<file path="src/uspd_map.svh">
// Address map, field positions and timing counts of the shadow data port
`ifndef USPD_MAP_SVH
`define USPD_MAP_SVH
`define USPD_DATA_ABS_ADDR 32'h5000_1138
`define USPD_WIN_SEL 2'h0
`define USPD_CTRL_ADDR 8'h40
`define USPD_LSR_ADDR 8'h44
`define USPD_IST_ADDR 8'h48
`define USPD_ICLR_ADDR 8'h4C
`define USPD_IEN_ADDR 8'h50
`define USPD_FIFO_DEPTH 5'h10
`define USPD_CTRL_FEN 0
`define USPD_CTRL_IR 1
`define USPD_CTRL_RESET 2'h0
`define USPD_LSR_DR 0
`define USPD_LSR_OE 1
`define USPD_LSR_TX_HOLDING_EMPTY_FLAG 5
`define USPD_LSR_TEMT 6
`define USPD_EV_RX 0
`define USPD_EV_OE 1
`define USPD_EV_TX_HOLDING_EMPTY_FLAG 2
`define USPD_EV_RESET 3'h0
`define USPD_DATA_RESET 8'h00
`define USPD_OVS_MID 4'h7
`define USPD_IR_MID 4'h0
`define USPD_OVS_LAST 4'hF
`define USPD_IR_PULSE 4'h3
`define USPD_BIT_LAST 3'h7
`endif

</file>
<file path="src/uspd_pkg.sv">
// Types shared by the shadow data port
`default_nettype none
package uspd_pkg;
  typedef logic [7:0] uspd_byte_t; // One character
  typedef logic [7:0] uspd_addr_t; // Avalon byte address
  typedef logic [3:0] uspd_ptr_t; // FIFO slot index
  typedef logic [4:0] uspd_cnt_t; // FIFO fill level
  typedef enum logic [1:0] {USPD_IDLE, USPD_START, USPD_DATA, USPD_STOP} uspd_ser_e; // Serial frame phase
endpackage
`default_nettype wire

</file>
<file path="src/uspd_top.sv">
// Shadow receive/transmit data port with FIFOs, serial/infrared line and Avalon-MM slave
`include "uspd_map.svh"
`default_nettype none
// Notes on behaviour
// - Received data valid only while data-ready set
// - No FIFO: new character overwrites, flags overrun
// - FIFO on: read returns oldest receive entry
// - Full receive FIFO keeps contents, drops, overruns
// - Sixteen aliased words reach one data path
// - Serial or infrared line chosen by mode
// - No FIFO: one write clears holding-empty
// - No FIFO: further writes overwrite pending character
// - FIFO on: sixteen writes accepted before full
// - Write to full transmit FIFO is dropped
module uspd_top (
  input wire logic clk_in, // 20 MHz bus clock
  input wire logic rst_n_in, // Async reset, active low
  input wire uspd_pkg::uspd_addr_t address_in, // Avalon byte address
  input wire logic read_in, // Avalon read
  input wire logic write_in, // Avalon write
  input wire logic [31:0] writedata_in, // Avalon write data
  input wire logic [3:0] byteenable_in, // Avalon byte enables
  output logic [31:0] readdata_out, // Avalon read data
  output logic waitrequest_out, // Avalon wait request
  input wire logic baud_tick_in, // 16x bit-rate tick, same clock
  input wire logic serial_in, // Plain serial receive pin
  input wire logic ir_in, // Infrared receive pin, high pulse is a zero
  output logic serial_out, // Plain serial transmit pin
  output logic ir_out_n_out, // Infrared transmit pin, active low
  output logic irq_out // Level interrupt
);
  import uspd_pkg::*;

  // Register state
  logic wait_r; // Wait request flop
  logic [31:0] readdata_r; // Captured read data
  logic [1:0] ctrl_r; // fifo_control: FIFO enable, infrared mode
  logic oe_r; // Sticky overrun in line_status
  logic [2:0] ist_r; // Interrupt status
  logic [2:0] ien_r; // Interrupt enable
  logic irq_r; // Interrupt output flop

  // Bump a FIFO slot index
  function automatic uspd_ptr_t ptr_inc(input uspd_ptr_t p);
    ptr_inc = p + 4'h1;
  endfunction

  // Bus decode
  wire fen = ctrl_r[`USPD_CTRL_FEN]; // FIFO mode
  wire ir_mode = ctrl_r[`USPD_CTRL_IR]; // Infrared mode
  wire acc = (read_in | write_in) & ~wait_r; // Access takes effect this edge
  // Read side effects land on the capture edge, so a character arriving before release is never popped unseen
  wire rd_take = read_in & wait_r; // Read data captured and consumed this edge
  wire data_hit = (address_in[7:6] == `USPD_WIN_SEL); // Any of sixteen aliases
  wire ctrl_hit = (address_in == `USPD_CTRL_ADDR);
  wire lsr_hit = (address_in == `USPD_LSR_ADDR);
  wire ist_hit = (address_in == `USPD_IST_ADDR);
  wire iclr_hit = (address_in == `USPD_ICLR_ADDR);
  wire ien_hit = (address_in == `USPD_IEN_ADDR);
  wire ctrl_wr = acc & write_in & ctrl_hit & byteenable_in[0];
  wire lsr_rd = rd_take & lsr_hit;
  wire fen_chg = ctrl_wr & (writedata_in[`USPD_CTRL_FEN] != fen); // Mode change flushes FIFOs

  // Receive line synchronisers
  logic ser_s1_r, ser_s2_r, irx_s1_r, irx_s2_r;
  always_ff @(posedge clk_in or negedge rst_n_in) begin
    if (!rst_n_in) begin
      ser_s1_r <= 1'b1;
      ser_s2_r <= 1'b1;
      irx_s1_r <= 1'b0;
      irx_s2_r <= 1'b0;
    end else begin
      ser_s1_r <= serial_in;
      ser_s2_r <= ser_s1_r;
      irx_s1_r <= ir_in;
      irx_s2_r <= irx_s1_r;
    end
  end
  wire rx_line = ir_mode ? ~irx_s2_r : ser_s2_r;

  // Receive framer
  uspd_ser_e rx_st_r;
  logic [3:0] rx_ovs_r; // Oversample count
  logic [2:0] rx_bit_r; // Data bit index
  uspd_byte_t rx_shift_r; // Character being assembled
  wire rx_last = baud_tick_in & (rx_ovs_r == `USPD_OVS_LAST);
  wire rx_push = (rx_st_r == USPD_STOP) & rx_last & rx_line; // Good stop bit delivers a character
  // Infrared zeros are short pulses at the bit start, so that mode samples one tick after the edge, not mid-bit
  wire [3:0] rx_mid = ir_mode ? `USPD_IR_MID : `USPD_OVS_MID; // Start-bit confirm point
  always_ff @(posedge clk_in or negedge rst_n_in) begin
    if (!rst_n_in) begin
      rx_st_r <= USPD_IDLE;
      rx_ovs_r <= 4'h0;
      rx_bit_r <= 3'h0;
      rx_shift_r <= `USPD_DATA_RESET;
    end else if (baud_tick_in) begin
      rx_ovs_r <= rx_ovs_r + 4'h1;
      case (rx_st_r)
        // Wait for falling start edge
        USPD_IDLE: begin
          rx_ovs_r <= 4'h0;
          if (!rx_line) rx_st_r <= USPD_START;
        end
        // Confirm start at mid-bit, or one tick after the edge in infrared mode
        USPD_START: begin
          if (rx_ovs_r == rx_mid) begin
            rx_ovs_r <= 4'h0;
            rx_bit_r <= 3'h0;
            rx_st_r <= rx_line ? USPD_IDLE : USPD_DATA;
          end
        end
        // Sample data bits, LSB first
        USPD_DATA: begin
          if (rx_ovs_r == `USPD_OVS_LAST) begin
            rx_shift_r <= {rx_line, rx_shift_r[7:1]};
            rx_bit_r <= rx_bit_r + 3'h1;
            if (rx_bit_r == `USPD_BIT_LAST) rx_st_r <= USPD_STOP;
          end
        end
        // Stop bit ends the frame
        USPD_STOP: begin
          if (rx_ovs_r == `USPD_OVS_LAST) rx_st_r <= USPD_IDLE;
        end
        default: rx_st_r <= USPD_IDLE;
      endcase
    end
  end

  // Receive FIFO; with FIFOs off it is a single holding slot
  uspd_byte_t rx_mem_r [16];
  uspd_ptr_t rx_rd_r, rx_wr_r;
  uspd_cnt_t rx_cnt_r;
  wire rx_dr = (rx_cnt_r != 5'h00); // rx_data_valid_flag
  wire uspd_byte_t rx_head = rx_mem_r[rx_rd_r]; // Oldest character
  wire rx_pop = rd_take & data_hit & rx_dr;
  wire rx_room = (rx_cnt_r != `USPD_FIFO_DEPTH) | rx_pop;
  wire rx_wr_en = rx_push & fen & rx_room;
  wire ovr_ev = rx_push & (fen ? ~rx_room : (rx_dr & ~rx_pop));
  wire uspd_ptr_t rx_slot = fen ? rx_wr_r : rx_rd_r; // No FIFO: overwrite in place
  always_ff @(posedge clk_in or negedge rst_n_in) begin
    if (!rst_n_in) begin
      for (int i = 0; i < 16; i++) rx_mem_r[i] <= `USPD_DATA_RESET;
    end else if (rx_push & (~fen | rx_room)) begin
      rx_mem_r[rx_slot] <= rx_shift_r;
    end
  end
  always_ff @(posedge clk_in or negedge rst_n_in) begin
    if (!rst_n_in) begin
      rx_rd_r <= 4'h0;
      rx_wr_r <= 4'h0;
      rx_cnt_r <= 5'h00;
    end else if (fen_chg) begin
      rx_rd_r <= 4'h0;
      rx_wr_r <= 4'h0;
      rx_cnt_r <= 5'h00;
    end else if (fen) begin
      if (rx_pop) rx_rd_r <= ptr_inc(rx_rd_r);
      if (rx_wr_en) rx_wr_r <= ptr_inc(rx_wr_r);
      rx_cnt_r <= rx_cnt_r + {4'h0, rx_wr_en} - {4'h0, rx_pop};
    end else begin
      rx_cnt_r <= rx_push ? 5'h01 : (rx_pop ? 5'h00 : rx_cnt_r);
      rx_wr_r <= rx_rd_r;
    end
  end

  // Transmit FIFO; with FIFOs off it is the holding register
  uspd_byte_t tx_mem_r [16];
  uspd_ptr_t tx_rd_r, tx_wr_r;
  uspd_cnt_t tx_cnt_r;
  uspd_ser_e tx_st_r;
  wire tx_holding_empty_flag = (tx_cnt_r == 5'h00); // tx_holding_empty_flag
  wire tx_wr = acc & write_in & data_hit & byteenable_in[0];
  wire tx_full = (tx_cnt_r == `USPD_FIFO_DEPTH);
  wire tx_pop = (tx_st_r == USPD_IDLE) & baud_tick_in & ~tx_holding_empty_flag; // Shifter takes next character
  wire tx_wr_ok = tx_wr & (~fen | ~tx_full);
  wire uspd_ptr_t tx_slot = fen ? tx_wr_r : tx_rd_r;
  wire uspd_cnt_t tx_cnt_nxt = fen ? (tx_cnt_r + {4'h0, tx_wr_ok} - {4'h0, tx_pop}) :
                                     (tx_wr ? 5'h01 : (tx_pop ? 5'h00 : tx_cnt_r));
  wire tx_holding_empty_flag_ev = ~tx_holding_empty_flag & (tx_cnt_nxt == 5'h00) & ~fen_chg;
  always_ff @(posedge clk_in or negedge rst_n_in) begin
    if (!rst_n_in) begin
      for (int i = 0; i < 16; i++) tx_mem_r[i] <= `USPD_DATA_RESET;
    end else if (tx_wr_ok) begin
      tx_mem_r[tx_slot] <= writedata_in[7:0];
    end
  end
  always_ff @(posedge clk_in or negedge rst_n_in) begin
    if (!rst_n_in) begin
      tx_rd_r <= 4'h0;
      tx_wr_r <= 4'h0;
      tx_cnt_r <= 5'h00;
    end else if (fen_chg) begin
      tx_rd_r <= 4'h0;
      tx_wr_r <= 4'h0;
      tx_cnt_r <= 5'h00;
    end else begin
      tx_cnt_r <= tx_cnt_nxt;
      if (fen & tx_pop) tx_rd_r <= ptr_inc(tx_rd_r);
      tx_wr_r <= fen ? (tx_wr_ok ? ptr_inc(tx_wr_r) : tx_wr_r) : tx_rd_r;
    end
  end

  // Transmit framer
  logic [3:0] tx_ovs_r;
  logic [2:0] tx_bit_r;
  uspd_byte_t tx_shift_r;
  wire tx_last = baud_tick_in & (tx_ovs_r == `USPD_OVS_LAST);
  always_ff @(posedge clk_in or negedge rst_n_in) begin
    if (!rst_n_in) begin
      tx_st_r <= USPD_IDLE;
      tx_ovs_r <= 4'h0;
      tx_bit_r <= 3'h0;
      tx_shift_r <= `USPD_DATA_RESET;
    end else begin
      if (baud_tick_in) tx_ovs_r <= tx_ovs_r + 4'h1;
      case (tx_st_r)
        // Load the oldest character
        USPD_IDLE: begin
          if (tx_pop) begin
            tx_shift_r <= tx_mem_r[tx_rd_r];
            tx_ovs_r <= 4'h0;
            tx_st_r <= USPD_START;
          end
        end
        // Start bit
        USPD_START: begin
          if (tx_last) begin
            tx_bit_r <= 3'h0;
            tx_st_r <= USPD_DATA;
          end
        end
        // Data bits, LSB first
        USPD_DATA: begin
          if (tx_last) begin
            tx_shift_r <= {1'b0, tx_shift_r[7:1]};
            tx_bit_r <= tx_bit_r + 3'h1;
            if (tx_bit_r == `USPD_BIT_LAST) tx_st_r <= USPD_STOP;
          end
        end
        // Stop bit
        USPD_STOP: begin
          if (tx_last) tx_st_r <= USPD_IDLE;
        end
        default: tx_st_r <= USPD_IDLE;
      endcase
    end
  end
  wire tx_level = (tx_st_r == USPD_START) ? 1'b0 : ((tx_st_r == USPD_DATA) ? tx_shift_r[0] : 1'b1);
  wire temt = tx_holding_empty_flag & (tx_st_r == USPD_IDLE);

  // Line pins: idle high; infrared sends a short low pulse per zero bit
  always_ff @(posedge clk_in or negedge rst_n_in) begin
    if (!rst_n_in) begin
      serial_out <= 1'b1;
      ir_out_n_out <= 1'b1;
    end else begin
      serial_out <= ir_mode | tx_level;
      ir_out_n_out <= ~(ir_mode & ~tx_level & (tx_ovs_r < `USPD_IR_PULSE));
    end
  end

  // Status and interrupt sources
  wire [7:0] line_status = {1'b0, temt, tx_holding_empty_flag, 3'h0, oe_r, rx_dr};
  wire [2:0] ev = {tx_holding_empty_flag_ev, ovr_ev, rx_push};
  wire [2:0] iclr = (acc & write_in & iclr_hit & byteenable_in[0]) ? writedata_in[2:0] : 3'h0;
  wire [2:0] ist_nxt = ev | (ist_r & ~iclr); // Event wins over clear
  wire [31:0] rmux = data_hit ? {24'h0, rx_head} :
                     ctrl_hit ? {30'h0, ctrl_r} :
                     lsr_hit ? {24'h0, line_status} :
                     ist_hit ? {29'h0, ist_r} :
                     ien_hit ? {29'h0, ien_r} : 32'h0;

  // Control, status and interrupt registers
  always_ff @(posedge clk_in or negedge rst_n_in) begin
    if (!rst_n_in) begin
      ctrl_r <= `USPD_CTRL_RESET;
      oe_r <= 1'b0;
      ist_r <= `USPD_EV_RESET;
      ien_r <= `USPD_EV_RESET;
      irq_r <= 1'b0;
    end else begin
      if (ctrl_wr) ctrl_r <= writedata_in[1:0];
      oe_r <= ovr_ev | (oe_r & ~lsr_rd);
      ist_r <= ist_nxt;
      if (acc & write_in & ien_hit & byteenable_in[0]) ien_r <= writedata_in[2:0];
      irq_r <= |(ist_nxt & ien_r);
    end
  end

  // Avalon handshake: one wait cycle, data captured at the request edge
  always_ff @(posedge clk_in or negedge rst_n_in) begin
    if (!rst_n_in) begin
      wait_r <= 1'b1;
      readdata_r <= 32'h0;
    end else begin
      wait_r <= ~((read_in | write_in) & wait_r);
      if (read_in & wait_r) readdata_r <= rmux;
    end
  end
  assign waitrequest_out = wait_r;
  assign readdata_out = readdata_r;
  assign irq_out = irq_r;
endmodule
`default_nettype wire

</file>
<file path="config.mk">
export PLATFORM = sky130hd
export DESIGN_NAME = uspd_top
export DESIGN_NICKNAME = d
export VERILOG_FILES = /design/src/uspd_pkg.sv /design/src/uspd_top.sv
export VERILOG_INCLUDE_DIRS = /design/src
export SDC_FILE = /design/constraint.sdc
export NUM_CORES = 1
export LEC_CHECK = 0
export BUFFER_PORTS_ARGS = -buffer_cell sky130_fd_sc_hd__buf_2
export CAP_MARGIN = 20
export CORE_ASPECT_RATIO = 1.5
export CORE_MARGIN = 1
export CORE_UTILIZATION = 44
export DETAILED_ROUTE_END_ITERATION = 8
export PLACE_DENSITY = 0.71
export SLEW_MARGIN = 20
export SYNTH_ARGS = -nofsm -noshare
export SYNTH_HDL_FRONTEND = slang
export SYNTH_SLANG_ARGS = --single-unit
</file>
<file path="constraint.sdc">
create_clock -name clk_in -period 3.81 [get_ports clk_in]
set_input_delay 0.1905 -clock clk_in [delete_from_list [all_inputs] [get_ports clk_in]]
set_output_delay 0.1905 -clock clk_in [all_outputs]
set_load 0.005 [all_outputs]
</file>
==> results of run 1 <==
[routing by layer]
layer	up-vias	part of all wire	GRT usage
li1	4624	-	-
met1	5425	0.39	0.232
met2	172	0.54	0.361
met3	85	0.025	0.0245
met4	2	0.046	0.0949
met5	-	0.00016	0
[worst max-delay path: cells and delay by family, from the launching register on]
| kind | cells | cell delay (ns) |
|---|---|---|
| buffers and inverters | 4 | 0.32 |
| AOI/OAI and AO/OA | 2 | 0.45 |
| and+or+nand+nor | 3 | 0.92 |
| adders and majority gates | 4 | 1.01 |
| xor gates and xnor gates | 1 | 0.22 |
| DFF | 1 | 0.42 |
| muxes | 1 | 0.16 |
[through the flow]
stage               hold slack (ns)  std cells   util  setup slack, ns  area [sq um]
finish                        0.107       1803  0.500            0.220         18900
global route                  0.131       1803  0.500           0.0331         18900
CTS                          0.0700       1803  0.500            0.192         18800
detailed placement            0.297       1730  0.464            0.206         17500
global placement              0.296       1730  0.464            0.296         17500
floorplan                    -0.105       1276      -            0.341         16900
[what timing repair did]
action	CTS	global route
hold buffers	5	0
setup buffers	0	0
endpoints found under the setup margin	0	1
endpoints found under the hold margin	113	0
resized for setup	0	3
[power by group through the flow]
stage / logic (W) / registers [W] / clock network [W]
final: 0.00107 / 0.00401 / 0.00383
after global routing: 0.00120 / 0.00404 / 0.00404
after CTS: 0.00107 / 0.00400 / 0.00392
after detailed placement: 0.00106 / 0.00407 / 0
after global placement: 0.00103 / 0.00406 / 0
after floorplan: 0.000810 / 0.00399 / 0
[layout by cell type (no fill, tap or decap), types with 20 or more instances in the layout]
cell type,n
dfrtp_1,333
nand3_1,20
nor2_1,29
inv_1,36
conb_1,24
o21ai_0,38
mux2i_1,20
clkbuf_16,37
a21oi_1,25
nand2_1,77
ha_1,27
mux2_2,248
buf_2,34
mux4_2,74
[worst max-delay path by stage]
stage                              endpoint  cells after the start  slack [ns]
after floorplan           irq_out$_DFF_PN0_                     15        0.34
after global placement    irq_out$_DFF_PN0_                     15        0.30
after detailed placement  irq_out$_DFF_PN0_                     15        0.21
after CTS                 irq_out$_DFF_PN0_                     15        0.19
after global routing      irq_out$_DFF_PN0_                     15        0.03
final                     irq_out$_DFF_PN0_                     15        0.22
[flip-flops by register name, summed over array words and instances (netlist names), 5 cells and up, named ones only]
name and flops:
rx_cnt_r 5, tx_mem_r 128, tx_shift_r 8, rx_mem_r 128, readdata_out 8, rx_shift_r 8, tx_cnt_r 5
[kinds of logic (layout without fill, tap and decap cells)]
family | count (synthesis) | after routing
AO/OA/AOI/OAI | 144 | 144
XOR/XNOR | 15 | 15
adder cells (fa/ha/maj) | 29 | 29
buffers and inverters | 132 | 170
flip-flops | 341 | 341
multiplexers | 354 | 354
other | 1 | 24
AND/OR/NAND/NOR | 237 | 237
[layout make-up]
| cell class | count | area (sq um) |
|---|---|---|
| Clock buffer | 52 | 1080 |
| Fill cell | 3251 | 18800 |
| Inverter | 40 | 150 |
| Multi-Input combinational cell | 803 | 7790 |
| Clock inverter | 16 | 238 |
| Tap cell | 489 | 612 |
| Timing Repair Buffer | 62 | 438 |
| Sequential cell | 341 | 8540 |
==> impl_results.md, run 1 <==
* Status: finished clean
* P_int at 0.00660 W
* TNS Setup at 0 ns
* Post-Synth XOR/XNOR Area at 0.00780
* Routed wire length at ~38,000 um
* CP Class: reg -> reg
* Crit share post-route at 0.942
* CP startpoint kind: flip-flop
* Number of placement rows at between 80 and 90
* Pin count of the biggest net entering global routing at around 120
* Core area at between 30,000 and 40,000 sq um
* Initial core utilization at 0.447
* Total GRT Usage at 0.200
* Global-route wire length before repair at 61,000 um
* Num CTS Buffers at 37
* Hold Startpoint: address_in[2]
* Routed WL per cell at 21.0 um
* Final min period at 3.59 ns
* Final Hold Fails at 0
* Synth Area in Compound Gates at 0.0590
* Fin. max-slew vios at 0
* Sequential fraction of design power at 0.450
* Setup crit end kind: flip-flop
* Max Clock Skew at ~0.023 ns
* Yosys reg bits at 341
* Reg-to-Reg End: irq_out$_DFF_PN0_
* Clock transition at path regs at 0.06 ns
* Vias per cell at 5.72
* Mux share of post-synthesis cell area at 0.285
* Setup violations, final at 0
* Critical path arrival at ~4 ns
* Achievable Freq at around 0.28 GHz
* DP HPWL at roughly 26,000 um
* Largest family of logic cells by synthesized area: multiplexers
* Clock power share at 0.430
* Synth Flop Type: dfrtp_1
* Power density cells at roughly 470 nW/um^2
* Synth Area in Adders at 0.0224
* Crit path required time at about 4.2 ns
* Syn Std Cell Area at about 17,000 sq um
* Post-synth EDFFs at 0
* Die area at just under 40,000 sq um
* Initial DRC Count at between 700 and 800
* Final nets at roughly 1.4k
* Vias at 10.3k
* CTS tree: built
* Worst-Skew Late Latency at between 0.5 and 0.6 ns
* Clock Sinks at roughly 340
* Post-DRT Antenna Nets at 0
* Post-synth top area share at 0.499
* Area growth syn-to-layout at 11.9%
* Drt pass-1 iters at 5
* Peak fanout along the critical path at 4
* Input/output buffers at 35
* Cells after Synth at about 1.3k
* Relative slew slack at 0.372
* Min-delay worst type: in -> reg
* Worst-Margin Slew at approximately 0.94 ns
* I/O pin count at 87
* Crit path from: tx_cnt_r[3]$_DFF_PN0_
* R2r setup slk at ~0.22 ns
* Part of the power in combinational logic at 0.120
* # Max-Cap Violations at 0
* CP max stage cell: or4b_2
* RSZ-0062 raised after global routing: no
* Tot Pwr at just under 0.009 W
* Vias in the first global route at ~11k
* Distinct cell type count after synthesis at slightly below 80
* Die height at about 240 um
* CTS Root Buffer Type: clkbuf_16
* Cell taking the most area after synthesis: dfrtp_1
* Worst r2r src: tx_cnt_r[3]$_DFF_PN0_
* Syn avg cell area at 13.4 sq um
* Register area share after synthesis at 0.507
* NetSw at 0.00231 W
* Sw Share at 0.259
* N_diodes at 0
* CP dominant cell by count: ha_1
* Die X at roughly 160 um
* Clock tree buffer depth at 3
* Initial antenna violation count at 1
* VDD IR max at 0.000377 V
* Post-synth ARST share at 1.00
* P_leak at 8.75 nW
* Layout cells sized above 1 at 0.378
* # DRC at 0
* Hold path depth at 4
* Synth cell count leaders: dfrtp_1, mux2_2, nand2_1
* CP peak stage delay at about 0.64 ns
* Top cells by area, synth: dfrtp_1, mux2_2, mux4_2
* Reg2Reg Depth at 15
* Post-synthesis simple-gate area fraction at 0.0823
* GR Overflow Total at 0
* Hold Path Sink: oe_r$_DFF_PN0_
* Syn. warnings at 0
* Crit-path cells: inv_2 > ha_1 > or4b_2 > nand2_1 > clkinv_1 > ha_1 > inv_1 > ha_1 > inv_1 > fa_1 > xor2_2 > nand4_1 > mux2i_1 > o2111ai_1 > o31ai_1
* H-tree Lvls at 2
* Gpl congestion at roughly 0.84
* Top-count cell post-synth: dfrtp_1
No activity file was read; power rests on OpenSTA's default activity.
==> run 2, diff against run 1 <==
--- a/config.mk
+++ b/config.mk
@@ -13,6 +13,7 @@
 export CORE_UTILIZATION = 44
 export DETAILED_ROUTE_END_ITERATION = 8
 export PLACE_DENSITY = 0.71
+export RECOVER_POWER = 50
 export SLEW_MARGIN = 20
 export SYNTH_ARGS = -nofsm -noshare
 export SYNTH_HDL_FRONTEND = slang
==> constraint.sdc (replaced) <==
create_clock -name clk_in -period 3.81 [get_ports clk_in]
set_input_delay 0.1905 -clock clk_in [delete_from_list [all_inputs] [get_ports clk_in]]
set_output_delay 0.1905 -clock clk_in [all_outputs]
set_load 0.05 [all_outputs]
==> run 2 against run 1 <==
Net effect: the run now ends with capacitance limit, slew limit left; non-clock buffer count unchanged; wire length shrank 0.19%; count of clock-buffer cells in the layout unchanged; clock power about the same; combinational power increased by 7%; sequential power is essentially flat; critical endpoint unchanged; largest power group unchanged; highest routed layer unchanged.
==> impl_results.md, run 2 (synthesis gave the netlist of run 1 again) <==
* Worst path top cell family by delay: adder cells (unchanged)
* Vias per cell at 5.72 (about the same)
* Initial antenna violation count at 1 (unchanged)
* Input/output buffers at 35 (unchanged)
* Worst-Margin Slew at 2.83 ns (was 0.943 ns)
* Max Clock Skew at 0.0224 ns (was 0.0226 ns)
* Num CTS Buffers at 37 (unchanged)
* Routed WL per cell at 21.0 um (about the same)
* Min-delay worst type: in -> reg (unchanged)
* Power density cells at 477 nW/um^2 (was 473 nW/um^2)
* Clock transition at path regs at 0.06 ns (about the same)
* # DRC at 0 (unchanged)
* Commonest non-fill, non-tap cell in the layout: dfrtp_1 (unchanged)
* Vias in the first global route at 10.9k (unchanged)
* Core area at 37,700 sq um (unchanged)
* WP buf/inv at 4 (unchanged)
* Worst-Skew Late Latency at 0.54 ns (about the same)
* Layout cells sized above 1 at 0.369 (was 0.378)
* H-tree Lvls at 2 (unchanged)
* N_diodes at 0 (unchanged)
* Clock power share at 0.426 (was 0.430)
* CTS Root Buffer Type: clkbuf_16 (unchanged)
* CP dominant cell by count: ha_1 (unchanged)
* Die height at 242 um (unchanged)
* Highest-count cells in the layout ignoring fill and taps: dfrtp_1, mux2_2, nand2_1 (unchanged)
* Initial DRC Count at 655 (was 730)
* Final min period at 3.57 ns (was 3.59 ns)
* Drt pass-1 iters at 5 (unchanged)
* Worst r2r src: tx_cnt_r[3]$_DFF_PN0_ (unchanged)
* I/O pin count at 87 (unchanged)
* Total GRT Usage at 0.200 (unchanged)
* Crit share post-route at 0.937 (was 0.942)
* Hold path depth at 4 (unchanged)
* Routed wire length at 37,900 um (about the same)
* Peak fanout along the critical path at 4 (unchanged)
* P_leak at 8.70 nW (was 8.75 nW)
* Sequential fraction of design power at 0.447 (was 0.450)
* Tot Pwr at 0.00898 W (was 0.00891 W)
* Clock Sinks at 341 (unchanged)
* Reg-to-Reg End: irq_out$_DFF_PN0_ (unchanged)
* Fin. max-slew vios at 114 (was 0)
* DP HPWL at 26,000 um (unchanged)
* Final Hold Fails at 0 (unchanged)
* Initial core utilization at 0.447 (unchanged)
* Hold Startpoint: address_in[2] (unchanged)
* Core Util, Final at 0.500 (about the same)
* Final nets at 1,365 (unchanged)
* Critical path arrival at 4.00 ns (was 4.02 ns)
* Reg2Reg Depth at 15 (unchanged)
* Failing checks: capacitance limit, slew limit
* R2r setup slk at 0.24 ns (was 0.22 ns)
* Global-route wire length before repair at 61,000 um (unchanged)
* CTS tree: built (unchanged)
* CP peak stage delay at 0.63 ns (was 0.64 ns)
* Number of placement rows at 87 (unchanged)
* Vias at 10.3k (about the same)
* Pin count of the biggest net entering global routing at 115 (unchanged)
* GR Overflow Total at 0 (unchanged)
* RSZ-0062 raised after global routing: no (unchanged)
* CP startpoint kind: flip-flop (unchanged)
* Relative slew slack at -0.887 (was 0.372)
* Achievable Freq at 0.280 GHz (was 0.279 GHz)
* Area growth syn-to-layout at 11.7% (was 11.9%)
* Setup violations, final at 0 (unchanged)
* # Max-Cap Violations at 1 (was 0)
* Gpl congestion at 0.837 (unchanged)
* TNS Setup at 0 ns (unchanged)
* Hold Path Sink: oe_r$_DFF_PN0_ (unchanged)
* P_int at 0.00659 W (was 0.00660 W)
* Crit-path cells: inv_2 > ha_1 > or4b_2 > nand2_1 > clkinv_1 > ha_1 > inv_1 > ha_1 > inv_1 > fa_1 > nor2b_1 > o31ai_2 > mux2i_1 > a211o_1 > o31ai_1 (was inv_2 > ha_1 > or4b_2 > nand2_1 > clkinv_1 > ha_1 > inv_1 > ha_1 > inv_1 > fa_1 > xor2_2 > nand4_1 > mux2i_1 > o2111ai_1 > o31ai_1)
* Die area at 39,100 sq um (unchanged)
* Part of the power in combinational logic at 0.127 (was 0.120)
* Die X at 162 um (unchanged)
* Setup crit end kind: flip-flop (unchanged)
* Post-CTS setup buffers at 0 (unchanged)
* Clock tree buffer depth at 3 (unchanged)
* CP Class: reg -> reg (unchanged)
* Sw Share at 0.266 (was 0.259)
* VDD IR max at 0.000377 V (about the same)
* CP max stage cell: or4b_2 (unchanged)
* NetSw at 0.00239 W (was 0.00231 W)
* Post-DRT Antenna Nets at 0 (unchanged)
* Status: finished with violations (was finished clean)
* Crit path required time at 4.24 ns (about the same)
* Biggest regs: rx_mem_r: 128 flops, tx_mem_r: 128 flops (unchanged)
-- run 2: layer usage --
layer | up-vias | GRT usage | wire, um
met5 | - | 0 | 17
met4 | 2 | 0.0949 | 1760
met3 | 87 | 0.0245 | 955
met2 | 178 | 0.361 | 20400
met1 | 5418 | 0.232 | 14800
li1 | 4625 | - | -
-- run 2: final cells by class --
class	count	area [sq um]
clock inverters	16	238
clock buffers	52	1080
flip-flops and latches	341	8540
well taps	489	612
fillers	3258	18800
repair buffers	62	403
multi-input cells	803	7790
inverters	40	150
-- run 2: what timing repair did --
item                                    CTS  global route
hold buffers                              5             0
resized for setup                         0             3
endpoints found under the setup margin    0             1
hold endpoints to repair                113             0
-- run 2: power groups by stage --
stage	logic [W]	clock network [W]	registers, W
after floorplan	0.000858	0	0.00402
after global routing	0.00127	0.00404	0.00404
final	0.00114	0.00383	0.00401
after detailed placement	0.00114	0	0.00407
after global placement	0.00110	0	0.00406
after CTS	0.00115	0.00392	0.00400
-- run 2: worst min-delay path, cell delays in order --
cell	delay (ns)
buf_2	0.19
nand2_1	0.08
o21ai_0	0.07
o31ai_1	0.06
-- run 2: worst max path at each step --
stage / slack (ns) / cells past startpoint / startpoint / endpoint
after floorplan: 0.34 / 15 / tx_cnt_r[3]$_DFF_PN0_ / irq_out$_DFF_PN0_
after global placement: 0.30 / 15 / tx_cnt_r[3]$_DFF_PN0_ / irq_out$_DFF_PN0_
after detailed placement: 0.21 / 15 / tx_cnt_r[3]$_DFF_PN0_ / irq_out$_DFF_PN0_
after CTS: 0.19 / 15 / tx_cnt_r[3]$_DFF_PN0_ / irq_out$_DFF_PN0_
after global routing: 0.03 / 15 / tx_cnt_r[3]$_DFF_PN0_ / irq_out$_DFF_PN0_
final: 0.24 / 15 / tx_cnt_r[3]$_DFF_PN0_ / irq_out$_DFF_PN0_
-- run 2: through the flow --
step	std cells	worst slack [ns]	hold slack, ns	instance area (sq um)
after floorplan	1276	0.341	-0.105	16900
after global placement	1730	0.296	0.296	17500
after detailed placement	1730	0.206	0.297	17500
after CTS	1803	0.192	0.0700	18800
after global routing	1803	0.0331	0.131	18800
final	1803	0.240	0.107	18800
